--- src/design/key_scan_pkg.sv ---
// package: constants and carrier types for the front panel key matrix scanner
`default_nettype none
package key_scan_pkg;
	localparam int LINE_COUNT = 6;
	localparam int STEP_COUNT = 6;
	localparam int KEY_COUNT = 19;
	// settle time of one scan step in microseconds and its cycle count at 10 MHz
	localparam int CLK_HZ = 10000000;
	localparam int STEP_TIME_US = 100;
	localparam int STEP_CYCLES = (STEP_TIME_US * (CLK_HZ / 1000000));
	localparam logic [2:0] STEP_FIRST = 3'h0;
	localparam logic [2:0] STEP_LAST = 3'h5;
	localparam logic [5:0] LINES_IDLE = 6'h3f;
	// per step: line driven low (bit set) and lines examined for closures
	localparam logic [5:0] DRIVE_MASK [STEP_COUNT] = '{6'h00, 6'h01, 6'h02, 6'h04, 6'h08, 6'h10};
	localparam logic [5:0] READ_MASK [STEP_COUNT] = '{6'h3f, 6'h3e, 6'h3c, 6'h38, 6'h00, 6'h20};
	// position of each step's first key in the flat key vector
	localparam int KEY_BASE [STEP_COUNT] = '{0, 6, 11, 15, 18, 18};

	typedef struct packed {
		logic [5:0] out_val;
		logic [5:0] out_en;
	} key_line_drive_type;

	typedef struct packed {
		logic [KEY_COUNT-1:0] closed;
		logic frame_done;
	} key_report_type;
endpackage : key_scan_pkg
`default_nettype wire

--- src/design/front_panel_key_matrix_scanner.sv ---
// front panel key matrix scanner over six shared open-drain key lines
`default_nettype none
module front_panel_key_matrix_scanner #(
	parameter int STEP_CYCLES = key_scan_pkg::STEP_CYCLES
) (
	// clock and reset
	input wire logic clk_sys_in,
	input wire logic rst_in,
	// key lines 1..6 on bits 0..5, as open-drain pins
	input wire logic [5:0] key_line_in,
	output logic [5:0] key_line_out,
	output logic [5:0] key_line_oe_out,
	// key report
	output logic [key_scan_pkg::KEY_COUNT-1:0] key_closed_out,
	output logic scan_done_out,
	output logic [2:0] scan_step_out
);
	typedef enum logic [1:0] {ST_SETTLE, ST_SAMPLE, ST_NEXT} phase_type;

	localparam int CW = $clog2(STEP_CYCLES + 1);
	localparam logic [CW-1:0] SETTLE_LAST = CW'(STEP_CYCLES - 1);

	phase_type phase_reg;
	logic [2:0] step_reg;
	logic [CW-1:0] count_reg;
	logic [5:0] line_level;
	key_scan_pkg::key_report_type report_reg;
	logic [key_scan_pkg::KEY_COUNT-1:0] frame_reg;
	logic [key_scan_pkg::KEY_COUNT-1:0] frame_next;
	key_scan_pkg::key_line_drive_type drive_reg;

	// pins pass two flops before any logic reads them
	key_line_sync #(
		.WIDTH(key_scan_pkg::LINE_COUNT)
	) u_sync (
		.clk_sys_in(clk_sys_in),
		.rst_in(rst_in),
		.pin_in(key_line_in),
		.level_out(line_level)
	);

	// step sequencer: settle, sample, advance
	always_ff @(posedge clk_sys_in or posedge rst_in)
	begin
		if (rst_in)
		begin
			phase_reg <= ST_SETTLE;
			step_reg <= key_scan_pkg::STEP_FIRST;
			count_reg <= '0;
		end
		else
		begin
			unique case (phase_reg)
				ST_SETTLE:
				begin
					if (count_reg == SETTLE_LAST)
					begin
						phase_reg <= ST_SAMPLE;
						count_reg <= '0;
					end
					else
						count_reg <= count_reg + 1'b1;
				end
				ST_SAMPLE:
					phase_reg <= ST_NEXT;
				ST_NEXT:
				begin
					phase_reg <= ST_SETTLE;
					if (step_reg == key_scan_pkg::STEP_LAST)
						step_reg <= key_scan_pkg::STEP_FIRST;
					else
						step_reg <= step_reg + 3'h1;
				end
			endcase
		end
	end

	// line drive: value fixed at zero, enable picks the strobe of the step
	always_ff @(posedge clk_sys_in or posedge rst_in)
	begin
		if (rst_in)
			drive_reg <= '{out_val: 6'h00, out_en: 6'h00};
		else
		begin
			drive_reg.out_val <= 6'h00;
			drive_reg.out_en <= key_scan_pkg::DRIVE_MASK[step_reg];
		end
	end

	// gather the examined lines of this step into the key vector
	always_comb
	begin
		frame_next = frame_reg;
		for (int i = 0; i < key_scan_pkg::LINE_COUNT; i++)
		begin
			if (key_scan_pkg::READ_MASK[step_reg][i])
				frame_next[key_scan_pkg::KEY_BASE[step_reg] + i
					- (key_scan_pkg::LINE_COUNT - $countones(key_scan_pkg::READ_MASK[step_reg]))]
					= ~line_level[i];
		end
	end

	// frame accumulation and report at the end of step six
	always_ff @(posedge clk_sys_in or posedge rst_in)
	begin
		if (rst_in)
		begin
			frame_reg <= '0;
			report_reg <= '0;
		end
		else
		begin
			report_reg.frame_done <= 1'b0;
			if (phase_reg == ST_SAMPLE)
			begin
				frame_reg <= frame_next;
				if (step_reg == key_scan_pkg::STEP_LAST)
				begin
					report_reg.closed <= frame_next;
					report_reg.frame_done <= 1'b1;
				end
			end
		end
	end

	assign key_line_out = drive_reg.out_val;
	assign key_line_oe_out = drive_reg.out_en;
	assign key_closed_out = report_reg.closed;
	assign scan_done_out = report_reg.frame_done;
	assign scan_step_out = step_reg;
endmodule : front_panel_key_matrix_scanner
`default_nettype wire

--- src/design/key_line_sync.sv ---
// two-flop synchroniser for the key line pins
`default_nettype none
module key_line_sync #(
	parameter int WIDTH = 6
) (
	// clock and reset
	input wire logic clk_sys_in,
	input wire logic rst_in,
	// pins in, synchronised levels out
	input wire logic [WIDTH-1:0] pin_in,
	output logic [WIDTH-1:0] level_out
);
	logic [WIDTH-1:0] meta_reg;

	// first stage feeds only the second
	always_ff @(posedge clk_sys_in or posedge rst_in)
	begin
		if (rst_in)
		begin
			meta_reg <= '1;
			level_out <= '1;
		end
		else
		begin
			meta_reg <= pin_in;
			level_out <= meta_reg;
		end
	end
endmodule : key_line_sync
`default_nettype wire

--- config.mk ---
export PLATFORM = sky130hd
export DESIGN_NAME = front_panel_key_matrix_scanner
export DESIGN_NICKNAME = d
export VERILOG_FILES = /design/src/design/key_scan_pkg.sv /design/src/design/front_panel_key_matrix_scanner.sv /design/src/design/key_line_sync.sv
export SDC_FILE = /design/constraint.sdc
export NUM_CORES = 1
export LEC_CHECK = 0
export BUFFER_PORTS_ARGS = -buffer_cell sky130_fd_sc_hd__buf_4
export CAP_MARGIN = 20
export CORE_AREA = 4 4 115 106
export DETAILED_ROUTE_END_ITERATION = 16
export DIE_AREA = 0 0 119 110
export PLACE_DENSITY = 0.75
export SYNTH_ARGS = -nofsm -noshare
export SYNTH_HDL_FRONTEND = slang
export SYNTH_SLANG_ARGS = --single-unit
--- constraint.sdc ---
create_clock -name clk_sys_in -period 6.3 [get_ports clk_sys_in]
set_input_delay 0.315 -clock clk_sys_in [delete_from_list [all_inputs] [get_ports clk_sys_in]]
set_output_delay 0.315 -clock clk_sys_in [all_outputs]
set_load 0.02 [all_outputs]
=== Yosys cells after proc, flatten, opt, wreduce, memory -nomap -nowiden ===
Memories as Yosys holds them, arrays and structs flattened. A register that Yosys moved wholly into a read port is not among the register bits.
Cells that the tools add are included.

* Add/sub/neg operators: 19
* Order comparisons: 13
* Eq/ne operators: 5
* Mux-type cells: 34
* Bitwise gates (word level): 7
* Reduce and logical (&&, ||, !) cells: 8

{| class="wikitable"
|+ Operators by type and width
! kind !! count
|-
| >= comparator 32 x 1 -> 1 bit, second input constant || 6
|-
| less-than comparator 32 x 7 -> 1 bit, second input constant || 6
|-
| subtractor 32 bit || 6
|-
| bitwise mux 19 bit || 6
|-
| 2-to-1 mux 19 bit || 6
|-
| adder 32 x 3 -> 32 bit, second input constant || 2
|-
| adder 32 x 4 -> 32 bit, second input constant || 2
|-
| 2-to-1 mux 32 bit || 2
|-
| adder 32 x 2 -> 32 bit, second input constant || 1
|-
| adder 32 bit || 1
|-
| subtractor 4 x 32 -> 32 bit, first input constant || 1
|-
| demux 1 bit (select 5 bit) || 6
|-
| 2-to-1 mux 6 bit || 2
|-
| adder 10 x 1 -> 10 bit, second input constant || 1
|-
| == test 10 bit, second input constant || 1
|-
| 2-to-1 mux 10 bit || 1
|-
| 2-to-1 mux 1 bit || 8
|-
| adder 1 x 1 -> 2 bit || 3
|-
| logical AND 1 bit || 6
|-
| inverter 1 bit || 6
|-
| case mux 2 bit (3 select lines) || 1
|-
| >= comparator 4 bit, second input constant || 1
|-
| inverter 3 -> 4 bit || 1
|-
| adder 2 x 2 -> 3 bit || 1
|-
| other kinds (9) || 9
|}

* Flip-flop bits (word level): 66
* Memory bits (read-only): 352
* Input bits: 8
* Output and inout port bits: 35
* Logic and storage cells: 97
* Memories kept: 3

{| class="wikitable"
|+ Memories
! memory !! words !! width !! rd ports !! clocked after Yosys merged registers in !! write ports !! line !! RTL
|-
| (name not given) || 8 || 32 || 1 || 0 || 0 || front_panel_key_matrix_scanner.sv:97 || <nowiki>frame_next[key_scan_pkg::KEY_BASE[step_reg] + i</nowiki>
|-
| (name not given) || 8 || 6 || 1 || 0 || 0 || front_panel_key_matrix_scanner.sv:98 || <nowiki>- (key_scan_pkg::LINE_COUNT - $countones(key_scan_pkg::READ_MASK[step_reg]))]</nowiki>
|-
| (name not given) || 8 || 6 || 1 || 1 || 0 || front_panel_key_matrix_scanner.sv:86 || <nowiki>drive_reg.out_en <= key_scan_pkg::DRIVE_MASK[step_reg];</nowiki>
|}

=== Logic depth before layout (Yosys ltp) ===
* Depth after elaboration: 25
* Depth in mapped cells: 25
* Gate-level depth less buffers: 20

=== Hierarchy ===
From an unflattened synthesis, not the netlist that was laid out.

* Cells, all modules: 791
* Area total of the unflattened synthesis: 6,274.8 µm²

{| class="wikitable"
|+ Modules (own cells, without submodules)
! module !! times used !! cells each !! area each (µm²) !! seq. area each (µm²)
|-
| front_panel_key_matrix_scanner || 1 || 778 || 5,955.7 || 1,476.4
|-
| key_line_sync || 1 || 13 || 319.1 || 315.3
|}

=== Least setup slack after synthesis ===
No wires, ideal clock.

* Kind: register -> register
* Start: reg step_reg[2], in the netlist scan_step_out[2]
* End: reg frame_reg[9] (netlist bit)
* Library setup time: 0.133 ns
* Arrival time: 4.641 ns
* Required time: 6.167 ns
* Setup slack: 1.526 ns
* Stages on the path, launching flop included: 25
* Buffers on the path: 5
* Period minus slack after synthesis: 4.774 ns
* Cells stage by stage: dfrtp_1 > buf_2 > buf_2 > nor2b_1 > clkbuf_1 > inv_1 > nand2_1 > ha_1 > ha_1 > inv_1 > ha_1 > inv_1 > ha_1 > nand3_1 > nand2_1 > ha_1 > ha_1 > buf_2 > nand3b_1 > a222oi_1 > buf_2 > and3_1 > a22oi_1 > a222oi_1 > o2bb2ai_1

* Cells in the longest elaborated chain, start to end: 25
* Elaborated cells on any way between the ends: 66
* Those cells by class: add/sub: 17; order compare: 12; mux: 28; bitwise: 1; reduce/logical: 6; memory: 2

{| class="wikitable"
|+ RTL lines
! item !! line !! RTL
|-
| from (decl) || front_panel_key_matrix_scanner.sv:24 || <nowiki>logic [2:0] step_reg;</nowiki>
|-
| from (signal assigned) || front_panel_key_matrix_scanner.sv:48 || <nowiki>step_reg <= key_scan_pkg::STEP_FIRST;</nowiki>
|-
| from (signal assigned) || front_panel_key_matrix_scanner.sv:70 || <nowiki>step_reg <= key_scan_pkg::STEP_FIRST;</nowiki>
|-
| from (signal assigned) || front_panel_key_matrix_scanner.sv:72 || <nowiki>step_reg <= step_reg + 3'h1;</nowiki>
|-
| inverter 3 -> 4 bit (implied by the code) (*) || front_panel_key_matrix_scanner.sv:96, front_panel_key_matrix_scanner.sv:97, front_panel_key_matrix_scanner.sv:98 ||
|-
| memory (8 x 6 bit) || -- ||
|-
| 2-to-1 mux 6 bit (implied by the code) || front_panel_key_matrix_scanner.sv:98 ||
|-
| 2-to-1 mux 6 bit (implied by the code) || front_panel_key_matrix_scanner.sv:96 || <nowiki>if (key_scan_pkg::READ_MASK[step_reg][i])</nowiki>
|-
| adder 1 x 1 -> 2 bit (implied by the code) || front_panel_key_matrix_scanner.sv:98 ||
|-
| adder 2 x 2 -> 3 bit (implied by the code) || front_panel_key_matrix_scanner.sv:98 ||
|-
| adder 32 bit (implied by the code) || front_panel_key_matrix_scanner.sv:98 ||
|-
| subtractor 4 x 32 -> 32 bit || front_panel_key_matrix_scanner.sv:98 ||
|-
| [... 9 more ...] || -- ||
|-
| bitwise mux 19 bit || front_panel_key_matrix_scanner.sv:97 ||
|-
| 2-to-1 mux 19 bit || front_panel_key_matrix_scanner.sv:96 ||
|-
| bitwise mux 19 bit || front_panel_key_matrix_scanner.sv:97 ||
|-
| 2-to-1 mux 19 bit || front_panel_key_matrix_scanner.sv:96 ||
|-
| bitwise mux 19 bit || front_panel_key_matrix_scanner.sv:97 ||
|-
| 2-to-1 mux 19 bit || front_panel_key_matrix_scanner.sv:96 ||
|-
| bitwise mux 19 bit || front_panel_key_matrix_scanner.sv:97 ||
|-
| 2-to-1 mux 19 bit (*) || front_panel_key_matrix_scanner.sv:96 ||
|-
| to (signal assigned) || front_panel_key_matrix_scanner.sv:116 || <nowiki>frame_reg <= frame_next;</nowiki>
|-
| to (decl) || front_panel_key_matrix_scanner.sv:28 || <nowiki>logic [key_scan_pkg::KEY_COUNT-1:0] frame_reg;</nowiki>
|}

Mark *: on every way between the ends. The rest lies on a longest branch, timed or not. The select of a mux whose other input is x is not followed.
A chain may end at the register's enable or synchronous reset.

=== Final worst setup path ===
* Start: reg step_reg[1], in the netlist scan_step_out[1]
* End: reg frame_reg[2] (netlist bit)

The elaborated chain is that of the path after synthesis.

==> metrics.txt <==
routed wire length 19.1 mm; Top FF cell, synth dfrtp_1; Worst VDD drop 0.179 mV; Pwr per Cell Area 159 nW/um^2; Max Cap Violations 0; Area growth, synth to finish 10.4%; Critical Path Most Common Cell ha_1; cell family with most CP delay simple AND/OR/NAND/NOR gates; Inserted Clock Buffers 9; Initial Util 0.508; sequential share of the synthesized area 0.325; die area 13100 um^2; Max Root-Sink Buffers 2; startpoint types flip-flop; Die H 110 um; Mapped Avg Cell Area 8.12 um^2; R2R depth 21; post-synthesis cell type count 75; CP Depth 21; Crit. End Element flip-flop; worst r2r dst frame_reg[2]; r2r startpoint scan_step_out[1]; drt first pass iters 6; Worst-Margin Slew 0.893 ns; num ports 43; Syn Inst Count 679; number of synthesized flops with an enable pin 0; Vias 5609; vias in the first global route 5421; fin crit period 5.36 ns; Max-slew headroom 0.405; FILL cells 1008; Leakage Power 2.62 nW; WP data arrival 5.61 ns; status finished, final reports clean; Final ANT Viol Nets 0; residual DRC count 0; Post-Route Setup TNS 0 ns; fraction of layout cells with a size suffix above 1 0.126; Max Slew Vio Count 0; drt wl/cell 22.6 um; CP Data Required Time 6.54 ns; Multi-input gate area 3380 um^2; Yosys warnings 0; Overflow after GRT 0; final hold viol count 0; CP Class flip-flop to flip-flop; synthesis-stage register bit count 71; Worst Skew 0.0114 ns; Worst-path clk slew 0.06 ns; largest net degree at the start of global routing 72; chip width 119 um; WP buf/inv 4; Hold-fix buffers, CTS 0; area leader, netlist dfrtp_1; Hold Crit Class input pin to flip-flop; First DRT Iteration DRCs 649; worst-path cell chain nor2b_1, inv_1, nand2_1, ha_1, ha_1, inv_1, ha_1, inv_1, ha_1, nand3_1, nand2_1, ha_1, ha_1, nand2b_1, a222oi_1, buf_4, nand3_1, nand2b_1, o221ai_1, o21ai_0, a31o_1; Diodes inserted 0; first-pass GRT wire length 30.2 mm; Core Rows 36; antenna violations before repair 0; post_cts resized 0; Cell Area, Placed 5830 um^2; Hold Startpoint key_line_in[4]; Clock Latency Late Sink 0.36 ns; Max Clk Rate 186 MHz; Core Box Area 10900 um^2; Vias/cell 6.61; fin area 6090 um^2; area of the mapped netlist 5520 um^2; Setup crit end frame_reg[2]; CP Max Fanout 14; register area 1790 um^2; routability cong. 1.04; fin crit share 0.852; Post-DP HPWL 14.1 mm; R2R Setup Slk 0.94 ns; top-area cell type share of the netlist area 0.268; async set-reset flop share out of synthesis 1.00; H-tree lvl count 3; Setup Fix Bufs, Post-CTS 0; root buffer cell clkbuf_16; Finish-stage setup viols 0; slowest stage delay, CP 0.62 ns; RSZ-0062 raised after global routing false; most frequent cells in the layout nand2_1, nor2_1, dfrtp_1; Nets 732; top post-synthesis cells by area dfrtp_1, ha_1, dfstp_2, nand2_1, nor2_1; CP max-delay cell nor2b_1; Port Buffers 35; Tot GR Track Use 0.303; CTS tree built; critical path startpoint scan_step_out[1]; clock sink total 71; commonest non-fill, non-tap cell in the layout nand2_1
==> worst min-delay path by stage <==
stage | endpoint | cells past startpoint
floorplan | u_sync.meta_reg[0] | 0
global placement | u_sync.level_out[2] | 0
detailed placement | u_sync.level_out[1] | 0
CTS | u_sync.meta_reg[1] | 1
global route | u_sync.meta_reg[2] | 1
finish | u_sync.meta_reg[4] | 1
==> metrics by stage <==
| step | setup WS, ns | power [mW] | std cells | utilization | hold WS [ns] |
|---|---|---|---|---|---|
| 2_1_floorplan | 1.53 | 0.495 | 685 | - | 0.319 |
| 3_3_place_gp | 1.19 | 0.503 | 832 | 0.536 | 0.346 |
| 3_5_place_dp | 1.14 | 0.504 | 833 | 0.537 | 0.347 |
| 4_1_cts | 1.12 | 0.978 | 849 | 0.561 | 0.0547 |
| 5_1_grt | 0.585 | 1.00 | 849 | 0.561 | 0.0543 |
| 6_report | 0.935 | 0.971 | 849 | 0.561 | 0.0618 |
==> where the power goes <==
part	internal, mW	switching (mW)	total [mW]
Clock	0.266	0.208	0.474
Sequential	0.464	0.00794	0.471
Combinational	0.00634	0.0186	0.0250
==> final cells by class <==
class                   count  area share
clock buffers              11      0.0382
clock inverters             5     0.00555
inverters                  35      0.0216
multi-input cells         531       0.555
flip-flops and latches     71       0.294
well taps                 152      0.0312
repair buffers             44      0.0542
==> cells in the mapped netlist, types with 9 or more instances <==
library cell  count
nand2_1          68
nor2_1           63
dfrtp_1          59
nand3_1          33
inv_1            32
o21ai_0          32
ha_1             27
clkbuf_1         26
nand4_1          22
nor2b_1          22
a21oi_1          21
a31oi_1          18
nor3_1           17
and3_1           14
dfstp_2          12
o22ai_1          11
nand2b_1         10
or3_1            10
o21ai_1           9
o2bb2ai_1         9
==> metal layers <==
layer  track usage  vias up  wire length, um
met2         0.471      364             8420
met3        0.0760       76             1910
met1         0.386     2668             7810
met5             0        -                0
met4         0.175        0             1000
li1              -     2501                -
==> logic make-up after synthesis <==
kind of cell,count (synthesis),share of synthesized area
flip-flops,71,0.325
XOR/XNOR,10,0.0159
other,1,0.000680
multiplexers,9,0.0175
AO/OA/AOI/OAI,172,0.215
AND/OR/NAND/NOR,301,0.281
adder cells (fa/ha/maj),32,0.0794
buffers and inverters,83,0.0662
Note: power is estimated with default switching activity, not from simulation.
